==> config.mk <==
export PLATFORM = sky130hd
export DESIGN_NAME = tocc_core
export DESIGN_NICKNAME = d
export VERILOG_FILES = /design/src/rtl/tocc_pkg.sv /design/src/rtl/tocc_tick_if.sv /design/src/rtl/tocc_prescale.sv /design/src/rtl/tocc_core.sv
export SDC_FILE = /design/constraint.sdc
export NUM_CORES = 1
export LEC_CHECK = 0
export BUFFER_PORTS_ARGS = -buffer_cell sky130_fd_sc_hd__buf_2
export CAP_MARGIN = 0
export CORE_UTILIZATION = 35
export CTS_CLUSTER_SIZE = 24
export DETAILED_ROUTE_END_ITERATION = 10
export PLACE_DENSITY = 0.57
export SLEW_MARGIN = 15
export SYNTH_ARGS = -nofsm -noshare
export SYNTH_HDL_FRONTEND = slang
export SYNTH_SLANG_ARGS = --single-unit
==> constraint.sdc <==
create_clock -name core_clk -period 2.3 [get_ports core_clk]
set_input_delay 0.115 -clock core_clk [delete_from_list [all_inputs] [get_ports core_clk]]
set_output_delay 0.115 -clock core_clk [all_outputs]
set_load 0.02 [all_outputs]
==> src/rtl/tocc_pkg.sv <==
package tocc_pkg;

    localparam int TOCC_W = 16;
    localparam int TOCC_NCH = 3;
    localparam int TOCC_NPRE = 5;

    // prescale divide ratios for clock select 1..5
    localparam logic [10:0] TOCC_DIV_1 = 11'h001;
    localparam logic [10:0] TOCC_DIV_2 = 11'h008;
    localparam logic [10:0] TOCC_DIV_3 = 11'h040;
    localparam logic [10:0] TOCC_DIV_4 = 11'h100;
    localparam logic [10:0] TOCC_DIV_5 = 11'h400;

    localparam logic [3:0] TOCC_MODE_NORMAL = 4'h0;
    localparam logic [3:0] TOCC_MODE_CTC_A = 4'h4;
    localparam logic [3:0] TOCC_MODE_CTC_CAP = 4'hC;

    localparam logic [1:0] TOCC_ACT_NONE = 2'h0;
    localparam logic [1:0] TOCC_ACT_TOGGLE = 2'h1;
    localparam logic [1:0] TOCC_ACT_CLEAR = 2'h2;
    localparam logic [1:0] TOCC_ACT_SET = 2'h3;

    localparam logic [15:0] TOCC_MAX = 16'hFFFF;
    localparam logic [15:0] TOCC_BOTTOM = 16'h0000;
    localparam logic [15:0] TOCC_CNT_RST = 16'h0000;
    localparam logic [15:0] TOCC_CMP_RST = 16'h0000;
    localparam logic [7:0] TOCC_TEMP_RST = 8'h00;
    localparam logic [10:0] TOCC_PRE_RST = 11'h000;

    typedef enum logic [1:0] {
        TOCC_CNT_NORMAL,
        TOCC_CNT_CTC,
        TOCC_CNT_PWM
    } tocc_cnt_kind_t;

    function automatic tocc_cnt_kind_t tocc_kind(input logic [3:0] mode);
        if (mode == TOCC_MODE_NORMAL)
            return TOCC_CNT_NORMAL;
        else if (mode == TOCC_MODE_CTC_A || mode == TOCC_MODE_CTC_CAP)
            return TOCC_CNT_CTC;
        else
            return TOCC_CNT_PWM;
    endfunction : tocc_kind

endpackage : tocc_pkg

==> src/rtl/tocc_tick_if.sv <==
`timescale 1ns/1ns
interface tocc_tick_if;
    logic tick;
    logic [2:0] clk_sel;

    modport src (input clk_sel, output tick);
    modport dst (output clk_sel, input tick);
endinterface : tocc_tick_if

==> src/rtl/tocc_prescale.sv <==
`timescale 1ns/1ns
module tocc_prescale
(
    // clock and reset
    input wire logic core_clk,
    input wire logic nrst,
    // tick link
    tocc_tick_if.src tk
);
    import tocc_pkg::*;

    logic [10:0] pre_r;
    logic [10:0] div;
    logic tick_r;

    always_comb
    begin
        case (tk.clk_sel)
            3'h1: div = TOCC_DIV_1;
            3'h2: div = TOCC_DIV_2;
            3'h3: div = TOCC_DIV_3;
            3'h4: div = TOCC_DIV_4;
            3'h5: div = TOCC_DIV_5;
            default: div = TOCC_PRE_RST;
        endcase
    end

    always_ff @(posedge core_clk or negedge nrst)
    begin
        if (!nrst)
            pre_r <= TOCC_PRE_RST;
        else if (div == TOCC_PRE_RST || pre_r == div - 11'h001)
            pre_r <= TOCC_PRE_RST;
        else
            pre_r <= pre_r + 11'h001;
    end

    // stopped when select is zero or unsupported
    always_ff @(posedge core_clk or negedge nrst)
    begin
        if (!nrst)
            tick_r <= 1'b0;
        else
            tick_r <= (div != TOCC_PRE_RST) && (pre_r == div - 11'h001);
    end

    assign tk.tick = tick_r;
endmodule : tocc_prescale

==> src/rtl/tocc_core.sv <==
`timescale 1ns/1ns
// Operation
// RL1 - counter compared each cycle; match sets flag on next timer tick
// RL2 - enabled set flag raises interrupt; cleared by acknowledge or write-one
// RL3 - channel A compare can define the counter top value
// RL4 - double buffering in pulse-width modes, direct writes in normal/clear modes
// RL5 - buffered value loads at top or bottom only
// RL6 - cpu writes reach buffer when buffered, else active register
// RL7 - compare changes only by cpu writes; high read returns register
// RL8 - high byte held first; low write updates all 16 bits at once
// RL9 - force strobe acts like a match on the latch only
// RL10 - counter write blocks matches in the next timer cycle
// RL11 - software avoids writing top into counter in variable-top modes
// RL12 - output latch keeps value across mode changes
// RL13 - action bits unbuffered, used from the next match
// RL14 - reset clears the output latch
// RL15 - nonzero action overrides port value; direction stays from port bit
// RL16 - action zero leaves latch unchanged on matches
// RL17 - normal mode counts up, wraps, overflow flag set at zero
// RL18 - overflow flag set by hardware, cleared by ack or software
// RL19 - clear mode resets counter after match on A or capture value
// RL20 - clear mode top unbuffered; missed top runs through wrap
// RL21 - toggle action in clear mode halves the match frequency
// RL22 - clear mode overflow flag set on max to zero
// RL23 - counter write beats clear or count in same cycle
// RL24 - clock select zero stops counting, counter still accessible
// RL25 - hardware flag set wins over software clear
module tocc_core
(
    // clock and reset
    input wire logic core_clk,
    input wire logic nrst,
    // configuration
    input wire logic [3:0] waveform_mode_select,
    input wire logic [2:0] clock_source_select,
    input wire logic [5:0] compare_output_action,
    input wire logic [2:0] compare_irq_enable,
    input wire logic overflow_irq_enable,
    // byte access strobes, channel one-hot
    input wire logic [7:0] cpu_wdata,
    input wire logic [2:0] compare_value_high_wr,
    input wire logic [2:0] compare_value_low_wr,
    input wire logic [2:0] force_compare_strobe,
    input wire logic timer_count_high_wr,
    input wire logic timer_count_low_wr,
    input wire logic [15:0] capture_value,
    // flag clears and interrupt acknowledges
    input wire logic [2:0] compare_flag_clr,
    input wire logic [2:0] compare_irq_ack,
    input wire logic overflow_flag_clr,
    input wire logic overflow_irq_ack,
    // port pins
    input wire logic [2:0] port_value,
    input wire logic [2:0] output_pin_direction,
    // readback
    output logic [15:0] timer_count,
    output logic [47:0] compare_value,
    output logic [2:0] compare_match_flag,
    output logic overflow_flag,
    output logic capture_flag,
    output logic [2:0] compare_irq,
    output logic overflow_irq,
    output logic [2:0] compare_output_latch,
    // pins: oe low drives
    output logic [2:0] pin_out,
    output logic [2:0] pin_oe_n
);
    import tocc_pkg::*;

    tocc_tick_if tk();
    assign tk.clk_sel = clock_source_select;

    tocc_prescale u_pre
    (
        .core_clk(core_clk),
        .nrst(nrst),
        .tk(tk)
    );

    logic [15:0] cnt_r;
    logic [15:0] ocr_r [TOCC_NCH];
    logic [15:0] buf_r [TOCC_NCH];
    logic [7:0] temp_r;
    logic [2:0] flag_r;
    logic tov_r;
    logic icf_r;
    logic [2:0] latch_r;
    logic [2:0] match_pend_r;
    logic blk_r;
    logic [2:0] irq_r;
    logic tovirq_r;
    logic [2:0] pin_r;
    logic [2:0] oen_r;
    logic [15:0] cnt_nxt;
    logic [2:0] match;
    logic [2:0] hit;
    logic top_hit;
    logic cap_hit;
    logic cnt_wr;
    tocc_cnt_kind_t kind;

    logic tick_ok;
    logic buf_load;
    logic [15:0] wr_word;
    logic [2:0] flag_clr;
    logic tov_clr;
    logic [2:0] force_ok;

    // joins holding byte and written low byte
    function automatic logic [15:0] join16(input logic [7:0] hi,
        input logic [7:0] lo);
        return {hi, lo};
    endfunction : join16

    assign kind = tocc_kind(waveform_mode_select);
    assign cnt_wr = timer_count_low_wr;
    // tick that may act on matches
    assign tick_ok = tk.tick && !blk_r && !cnt_wr; // RL10
    // low byte write joins the holding byte
    assign wr_word = join16(temp_r, cpu_wdata); // RL8
    // software clears and interrupt acknowledges
    assign flag_clr = compare_flag_clr | compare_irq_ack; // RL2
    assign tov_clr = overflow_flag_clr || overflow_irq_ack; // RL18
    // force strobe honoured outside buffered modes
    assign force_ok = (kind != TOCC_CNT_PWM)
        ? force_compare_strobe : 3'h0; // RL9

    // buffered modes reload only at top or bottom
    assign buf_load = (kind == TOCC_CNT_PWM) && tk.tick
        && (cnt_r == TOCC_MAX || cnt_r == TOCC_BOTTOM); // RL5

    function automatic logic apply_act(input logic cur, input logic [1:0] act);
        case (act)
            TOCC_ACT_TOGGLE: return ~cur;
            TOCC_ACT_CLEAR: return 1'b0;
            TOCC_ACT_SET: return 1'b1;
            default: return cur; // RL16
        endcase
    endfunction : apply_act

    // comparators, blocked just after counter write
    always_comb
    begin
        for (int i = 0; i < TOCC_NCH; i++)
            match[i] = (cnt_r == ocr_r[i]); // RL1
        cap_hit = (cnt_r == capture_value);
    end

    assign top_hit = (waveform_mode_select == TOCC_MODE_CTC_A)
        ? match[0] : cap_hit; // RL3 RL19

    // match is acted on at the next timer tick
    always_ff @(posedge core_clk or negedge nrst)
    begin
        if (!nrst)
            match_pend_r <= 3'h0;
        else if (tk.tick)
            match_pend_r <= 3'h0;
        else if (cnt_wr)
            match_pend_r <= 3'h0;
        else
            match_pend_r <= match_pend_r | match;
    end

    // write blocks matches for the following timer cycle
    always_ff @(posedge core_clk or negedge nrst)
    begin
        if (!nrst)
            blk_r <= 1'b0;
        else if (cnt_wr)
            blk_r <= 1'b1; // RL10
        else if (tk.tick)
            blk_r <= 1'b0;
    end

    assign hit = tick_ok
        ? (match_pend_r | match) : 3'h0; // RL10

    // counter
    always_comb
    begin
        cnt_nxt = cnt_r;
        if (cnt_wr)
            cnt_nxt = wr_word; // RL8 RL23
        else if (tk.tick) // RL24
        begin
            if (kind == TOCC_CNT_CTC && !blk_r && top_hit)
                cnt_nxt = TOCC_BOTTOM; // RL19
            else
                cnt_nxt = cnt_r + 16'h0001; // RL17 RL20
        end
    end

    always_ff @(posedge core_clk or negedge nrst)
    begin
        if (!nrst)
            cnt_r <= TOCC_CNT_RST;
        else
            cnt_r <= cnt_nxt;
    end

    // shared high-byte holding register
    always_ff @(posedge core_clk or negedge nrst)
    begin
        if (!nrst)
            temp_r <= TOCC_TEMP_RST;
        else if (|compare_value_high_wr || timer_count_high_wr)
            temp_r <= cpu_wdata; // RL8
    end

    // compare buffer, written only in buffered modes
    always_ff @(posedge core_clk or negedge nrst)
    begin
        if (!nrst)
        begin
            for (int i = 0; i < TOCC_NCH; i++)
                buf_r[i] <= TOCC_CMP_RST;
        end
        else
        begin
            for (int i = 0; i < TOCC_NCH; i++)
            begin
                if (compare_value_low_wr[i] && kind == TOCC_CNT_PWM)
                    buf_r[i] <= wr_word; // RL4 RL6 RL8
            end
        end
    end

    // active compare: direct write or reload from buffer
    always_ff @(posedge core_clk or negedge nrst)
    begin
        if (!nrst)
        begin
            for (int i = 0; i < TOCC_NCH; i++)
                ocr_r[i] <= TOCC_CMP_RST;
        end
        else
        begin
            for (int i = 0; i < TOCC_NCH; i++)
            begin
                if (compare_value_low_wr[i] && kind != TOCC_CNT_PWM)
                    ocr_r[i] <= wr_word; // RL4 RL6 RL7
                else if (buf_load)
                    ocr_r[i] <= buf_r[i]; // RL5
            end
        end
    end

    // compare flags: set beats clear
    always_ff @(posedge core_clk or negedge nrst)
    begin
        if (!nrst)
            flag_r <= 3'h0;
        else
            flag_r <= (flag_r & ~flag_clr)
                | hit; // RL1 RL2 RL25
    end

    // capture flag marks top in capture clear mode
    always_ff @(posedge core_clk or negedge nrst)
    begin
        if (!nrst)
            icf_r <= 1'b0;
        else if (tick_ok && cap_hit
                 && waveform_mode_select == TOCC_MODE_CTC_CAP)
            icf_r <= 1'b1; // RL19
    end

    // overflow when the counter wraps max to zero
    always_ff @(posedge core_clk or negedge nrst)
    begin
        if (!nrst)
            tov_r <= 1'b0;
        else if (tk.tick && !cnt_wr && cnt_r == TOCC_MAX)
            tov_r <= 1'b1; // RL17 RL22 RL25
        else if (tov_clr)
            tov_r <= 1'b0; // RL18
    end

    // output latches
    always_ff @(posedge core_clk or negedge nrst)
    begin
        if (!nrst)
            latch_r <= 3'h0; // RL14
        else
        begin
            for (int i = 0; i < TOCC_NCH; i++)
            begin
                if (hit[i] || force_ok[i]) // RL9
                    latch_r[i] <= apply_act(latch_r[i],
                        compare_output_action[2*i +: 2]); // RL13 RL21
            end
        end
    end // RL12: no mode term above

    // compare interrupt follows flag and enable
    always_ff @(posedge core_clk or negedge nrst)
    begin
        if (!nrst)
            irq_r <= 3'h0;
        else
            irq_r <= flag_r & compare_irq_enable; // RL2
    end

    // overflow interrupt
    always_ff @(posedge core_clk or negedge nrst)
    begin
        if (!nrst)
            tovirq_r <= 1'b0;
        else
            tovirq_r <= tov_r & overflow_irq_enable; // RL18
    end

    // pin value, port value unless action nonzero
    always_ff @(posedge core_clk or negedge nrst)
    begin
        if (!nrst)
            pin_r <= 3'h0;
        else
        begin
            for (int i = 0; i < TOCC_NCH; i++)
                pin_r[i] <= (|compare_output_action[2*i +: 2])
                    ? latch_r[i] : port_value[i]; // RL15
        end
    end

    // pin enable, low while driving
    always_ff @(posedge core_clk or negedge nrst)
    begin
        if (!nrst)
            oen_r <= 3'h7;
        else
            oen_r <= ~output_pin_direction; // RL15
    end

    assign timer_count = cnt_r;
    assign compare_value = {ocr_r[2], ocr_r[1], ocr_r[0]}; // RL7
    assign compare_match_flag = flag_r;
    assign overflow_flag = tov_r;
    assign capture_flag = icf_r;
    assign compare_irq = irq_r;
    assign overflow_irq = tovirq_r;
    assign compare_output_latch = latch_r;
    assign pin_out = pin_r;
    assign pin_oe_n = oen_r;
endmodule : tocc_core

# --- Word level (Yosys, flattened, before mapping) ---
# Cells that the tools add are included.
totals:
  inputBits: 68
  out_inout_bits: 82
  wordCells: 135
  reg_bits: 154
classes:
  eq_ne: 25
  bitwise_logic: 11
  n_mux: 28
  n_addsub: 3
  n_reduce_logical: 46
ops:
  columns: ["op", "n"]
  rows:
  - ["2-to-1 mux 16 bit", 9]
  - ["== test 16 bit", 4]
  - ["case mux 11 bit (5 select lines)", 1]
  - ["logical AND 1 bit", 17]
  - ["adder 16 x 1 -> 16 bit (second input constant)", 1]
  - ["== test 16 bit (second input constant)", 1]
  - ["logical NOT 16 bit", 1]
  - ["== test 2 bit (second input constant)", 7]
  - ["2-to-1 mux 3 bit", 4]
  - ["adder 11 x 1 -> 11 bit (second input constant)", 1]
  - ["== test 11 bit", 1]
  - ["logical NOT 11 bit", 1]
  - ["2-to-1 mux 11 bit", 1]
  - ["nonzero test 11 bit", 1]
  - ["subtractor 11 x 1 -> 11 bit (second input constant)", 1]
  - ["nonzero test 2 bit", 5]
  - ["OR 3 bit", 3]
  - ["case mux 1 bit (3 select lines)", 3]
  - ["nonzero test 3 bit", 3]
  - ["== test 2 x 1 -> 1 bit (second input constant)", 4]
  - ["logical OR 1 bit", 8]
  - ["2-to-1 mux 1 bit", 8]
  - ["AND 3 bit", 2]
  - ["== test 3 x 2 -> 1 bit (second input constant)", 2]
  - ["other kinds (14)", 24]

# --- Depth between registers and ports, before layout ---
depth:
  word_depth: 10
  ltp_mapped: 11
  depth_no_buf: 11

# --- Hierarchy ---
# Synthesis repeated with hierarchy kept, for this count alone.
hier_totals:
  cells_unflattened: 761
  hier_area_um2: 7986.4
modules_own_cells:
  columns: ["module", "area_per_inst_um2", "n_inst", "cells_per_inst", "seq_area_each_um2"]
  rows:
  - ["tocc_core", 7150.6, 1, 669, 3557.2]
  - ["tocc_prescale", 835.8, 1, 92, 300.3]

# --- Worst setup path after synthesis ---
# Ideal clock, no wire load.
synth_path:
  kind: "input to register"
  startpoint: "in clock_source_select[2]"
  endpoint: "reg u_pre.pre_r[10]"
  stages: 11
  slack_ns: -0.200
  path_buffers: 0
  setup_time_ns: 0.122
  required_time_ns: 2.178
  arrival_ns: 2.378
  path_cell_list: "inv_1 > ha_1 > or3_1 > ha_1 > ha_1 > xnor2_1 > or3_1 > a221oi_2 > o2111ai_1 > nand2_2 > nor2_1"
synth_between:
  elab_chain_cells: 6
  elab_cells_between_ends: 11
  cone_classes: "1 x add/sub; 6 x eq/ne; 2 x mux; 2 x reduce/logical"
synth_lines:
  columns: ["element", "line", "text"]
  rows:
  - ["from (decl)", "tocc_core.sv:35", "input wire logic [2:0] clock_source_select,"]
  - ["== test 3 bit (tied with other cells)", "tocc_prescale.sv:18", "case (tk.clk_sel)"]
  - ["case mux 11 bit (5 select lines) (*)", "tocc_prescale.sv:18", null]
  - ["subtractor 11 x 1 -> 11 bit", "tocc_prescale.sv:32", "else if (div == TOCC_PRE_RST || pre_r == div - 11'h001)"]
  - ["== test 11 bit", "tocc_prescale.sv:32", null]
  - ["logical OR 1 bit (*)", "tocc_prescale.sv:32", null]
  - ["2-to-1 mux 11 bit (*)", "tocc_prescale.sv:32", null]
  - ["to (signal assigned)", "tocc_prescale.sv:35", "pre_r <= pre_r + 11'h001;"]
  - ["to (decl)", "tocc_prescale.sv:12", "logic [10:0] pre_r;"]
# Every way passes the cells marked *; elsewhere a longest branch is shown, timed or not.
# A chain may end at the register's enable or synchronous reset.

# --- Final worst setup path ---
layout_path:
  startpoint: "reg cnt_r[7], in the netlist timer_count[7]"
  endpoint: "reg ocr_r (netlist bit compare_value[2])"
layout_between:
  elab_chain_cells: 4
  elab_cells_between_ends: 5
  cone_classes: "1 x eq/ne; 4 x reduce/logical"
layout_lines:
  columns: ["element", "line", "text"]
  rows:
  - ["from (decl)", "tocc_core.sv:80", "logic [15:0] cnt_r;"]
  - ["from (signal assigned)", "tocc_core.sv:199", "cnt_r <= cnt_nxt;"]
  - ["== test 16 bit or logical NOT 16 bit (tied branches)", "tocc_core.sv:130", "&& (cnt_r == TOCC_MAX || cnt_r == TOCC_BOTTOM);"]
  - ["logical OR 1 bit (*)", "tocc_core.sv:130", null]
  - ["logical AND 1 bit (*)", "tocc_core.sv:130", null]
  - ["nonzero test 2 bit (no line) (*)", null, null]
  - ["to (signal, indexed assignment)", "tocc_core.sv:242", "ocr_r[i] <= wr_word;"]
  - ["to (signal, indexed assignment)", "tocc_core.sv:244", "ocr_r[i] <= buf_r[i];"]
  - ["to (decl)", "tocc_core.sv:81", "logic [15:0] ocr_r [TOCC_NCH];"]
# Marked as above.

==> impl_metrics.yaml <==
status:
  status: "finished with violations"
  violations: "design-rule violations, negative setup slack"
worst_setup_path:
  worst-path-buf-inv: 3
  startpoint_type: "register"
  r2r.worst_path.cells: 9
  required_ns: 2.61
  cp-end-kind: "register"
  crit_slowest_cell: "dfrtp_1"
  cp_top_family: "buffers and inverters"
  path_depth: 9
  path_class: "register to register"
  cp_max_fo: 6
  path_cells: "buf_4, nor4_1, nand4_1, o41ai_4, buf_4, nand3_4, bufbuf_16, mux2i_1, o21ai_1"
  slowest_delay_ns: 0.43
  cp_data_arrival_time_ns: 2.62
  cp_common_cell: "buf_4"
power_and_ir_drop:
  internal_power_mw: 5.664
  peakVddDrop_mv: 0.5462
  p_per_area_nw_per_um2: 775.8
  combPwrFrac_pct: 22.6
  seq_power_share_pct: 41.2
  clockPowerShare_pct: 36.1
  power.total_mw: 8.277
  total_leakage_power_nw: 5.134
  switching_power_mw: 2.613
  switching_share_pct: 31.57
clock_network:
  cts_max_level: 4
  clock-sinks: 154
  root_buffer: "clkbuf_16"
  cts_tree: "done"
  clk_path_buf_depth: 2
  numCtsBuffers: 17
  clkTransAtPathRegs_ns: 0.06
  clock_latency_ns: 0.44
logic_synthesis:
  synth_top_area_share_pct: 47.63
  synth.top_cells.by_count: "dfrtp_1, nand2_1, xor2_1"
  synth.net_count: 831
  synthArstFlopShare_pct: 100.0
  synth_cells: 755
  synth.area.top_cells: "dfrtp_1, mux2_2, xor2_1"
  synth_edf_count: 0
  yosysWarningCount: 0
  ys_seq_elements: 154
  synth_most_common_cell: "dfrtp_1"
  yosysSeqAreaShare_pct: 48.63
  syn_avg_cell_area_um2: 10.51
  netlist_area_um2: 7933
  synth_flop_cell: "dfrtp_1"
  yosysUniqueCellTypes: 50
  yosys.area.top_type: "dfrtp_1"
place:
  hpwlAfterDp_mm: 16.70
  portBuffers: 149
  place_congestion: 0.8420
  dpl_cell_area_um2: 9424
  dp_cells: 1200
routing:
  wl_mm: 24.36
  post-route-drc-count: 12
  drt_iter0_drc: 396
  antenna_left: 0
  drtPass1Iterations: 10
  wl_per_cell_um: 19.10
  vias: 6628
  vias_per_cell: 5.198
global_route:
  gr-usage-all-layers_pct: 21.86
  grt_max_degree: 56
  grt_pass1_wl_mm: 37.90
  antenna_found_initial: 0
  grt.overflow.total: 0
  grt_pass1_vias: 6504
floorplanning:
  rows: 54
  core_um2: 22030
  initial_core_util_pct: 36.01
  die-area_um2: 23270
  fp.dieH_um: 152.5
  die_w_um: 152.5
  ios: 150
timing:
  tightest_slew_ns: 0.8823
  hold_viol: 0
  setup_viol: 5
  period_needed_ns: 2.311
  hold_ws_ns: 0.01584
  rsz0062_at_grt: "yes"
  period_share_pct: 100.5
  fin_skew_ns: 0.01542
  slew_viol_final: 0
  fmax_mhz: 432.8
  max_slew_margin_pct: 40.78
  fin_ws_ns: -0.01059
final_layout:
  final_cell_count_no_fill: 1275
  syn_to_final_growth_pct: 34.50
  seqCellArea_um2: 3867
  diodes: 0
  fillCellCount: 2041
  utilization_pct: 48.44
  finalNetCount: 1058
  design_area_um2: 10670
  multiInputGateArea_um2: 3951
  drive_above_1_share_pct: 35.88
flow_run:
  max_cap_viol_count: 0
hold_path:
  min_path_type: "input port to register"
  hold_depth: 4
==> through the flow <==
stage,setup TNS (ns),setup WS (ns)
after floorplan,0,0.01840
after global placement,-7.089,-0.1968
after detailed placement,-9.155,-0.2447
after CTS,0,0.01140
after global routing,-2.451,-0.1232
final,-0.02761,-0.01059
==> registers in the layout (all words and copies together), names as in the netlist <==
| signal | count |
|---|---|
| blk_r | 1 |
| buf_r | 48 |
| capture_flag | 1 |
| compare_irq | 3 |
| compare_match_flag | 3 |
| compare_output_latch | 3 |
| compare_value | 48 |
| match_pend_r | 3 |
| overflow_flag | 1 |
| overflow_irq | 1 |
| pin_oe_n | 3 |
| pin_out | 3 |
| temp_r | 8 |
| timer_count | 16 |
| u_pre.pre_r | 11 |
| u_pre.tk.tick | 1 |
==> per-layer routing <==
metal / share of wire (%) / vias up / wire length, µm / GRT usage, %
li1: - / 3125 / - / -
met1: 45 / 3282 / 11030 / 29.43
met2: 48 / 199 / 11640 / 35.83
met3: 5.4 / 22 / 1306 / 3.982
met4: 1.5 / 0 / 374 / 6.590
met5: 0 / - / 0 / 0
==> placed cells by master, fill, tap and decap left out, types with 6 or more instances in the layout <==
cell | netlist | routed
clkbuf_16 | 0 | 18
and3_1 | 12 | 11
nor2_1 | 29 | 29
nand2_1 | 79 | 79
and2_1 | 11 | 11
buf_2 | 5 | 148
o21ai_1 | 23 | 32
dfrtp_1 | 151 | 143
inv_1 | 11 | 8
nand2b_1 | 10 | 10
mux2i_1 | 48 | 48
a21oi_1 | 12 | 12
nor3b_1 | 12 | 12
buf_12 | 0 | 10
buf_4 | 2 | 66
o21ai_0 | 47 | 38
dlygate4sd3_1 | 0 | 25
xnor2_1 | 9 | 9
dfrtp_2 | 0 | 8
nor4_1 | 23 | 23
mux2_2 | 59 | 59
nand3_1 | 15 | 13
xor2_1 | 69 | 69
nor3_1 | 8 | 8
or3_1 | 8 | 6
o211ai_1 | 8 | 8
nor4b_1 | 7 | 6
==> what timing repair did <==
item / 4_1_cts / 5_1_grt
hold buffers: 25 / 0
gates cloned: 3 / 1
setup buffers: 10 / 5
resized for setup: 16 / 24
endpoints found under the setup margin: 48 / 50
hold endpoints to repair: 69 / 0
pin swaps: 3 / 8
==> power groups by stage <==
stage / clock (mW) / sequential (mW) / combinational, mW
final: 2.99 / 3.41 / 1.87
after global routing: 3.18 / 3.46 / 2.04
after CTS: 3.06 / 3.42 / 1.82
after detailed placement: 0 / 3.47 / 1.74
after global placement: 0 / 3.46 / 1.70
after floorplan: 0 / 3.59 / 0.800
==> cells by family (layout without fill, tap and decap cells) <==
| group | count (synthesis) | count (layout) | synth area share, % |
|---|---|---|---|
| xor gates and xnor gates | 78 | 78 | 8.612 |
| DFF | 154 | 154 | 48.63 |
| muxes | 107 | 107 | 14.43 |
| and+or+nand+nor | 234 | 234 | 15.49 |
| adders and majority gates | 8 | 8 | 1.262 |
| buffers and inverters | 61 | 301 | 3.249 |
| AOI/OAI and AO/OA | 113 | 113 | 8.328 |
==> final timing paths <==
path	to	slack, ns	from
worst min-delay path	compare_output_latch[0]	0.02	force_compare_strobe[0]
worst max-delay path	compare_value[2]	-0.01	timer_count[7]
worst min register to register	u_pre.pre_r[0]	0.49	u_pre.pre_r[0]
max in group asynchronous	timer_count[13]	1.36	nrst
min in group asynchronous	compare_value[4]	0.21	nrst
worst max register to register	compare_value[2]	-0.01	timer_count[7]
==> layout make-up <==
type	count	share of cell area, %
multi-input cells	540	37.04
flip-flops and latches	154	36.25
repair buffers	257	17.13
clock buffers	19	4.152
well taps	280	3.284
clock inverters	13	1.677
inverters	12	0.4691
==> tightest hold or removal path, cell delays in order <==
cell and delay, ns:
buf_2 0.07, nand2_1 0.03, o21ai_0 0.10, a21oi_1 0.08
Note: power is estimated with default switching activity, not from simulation.
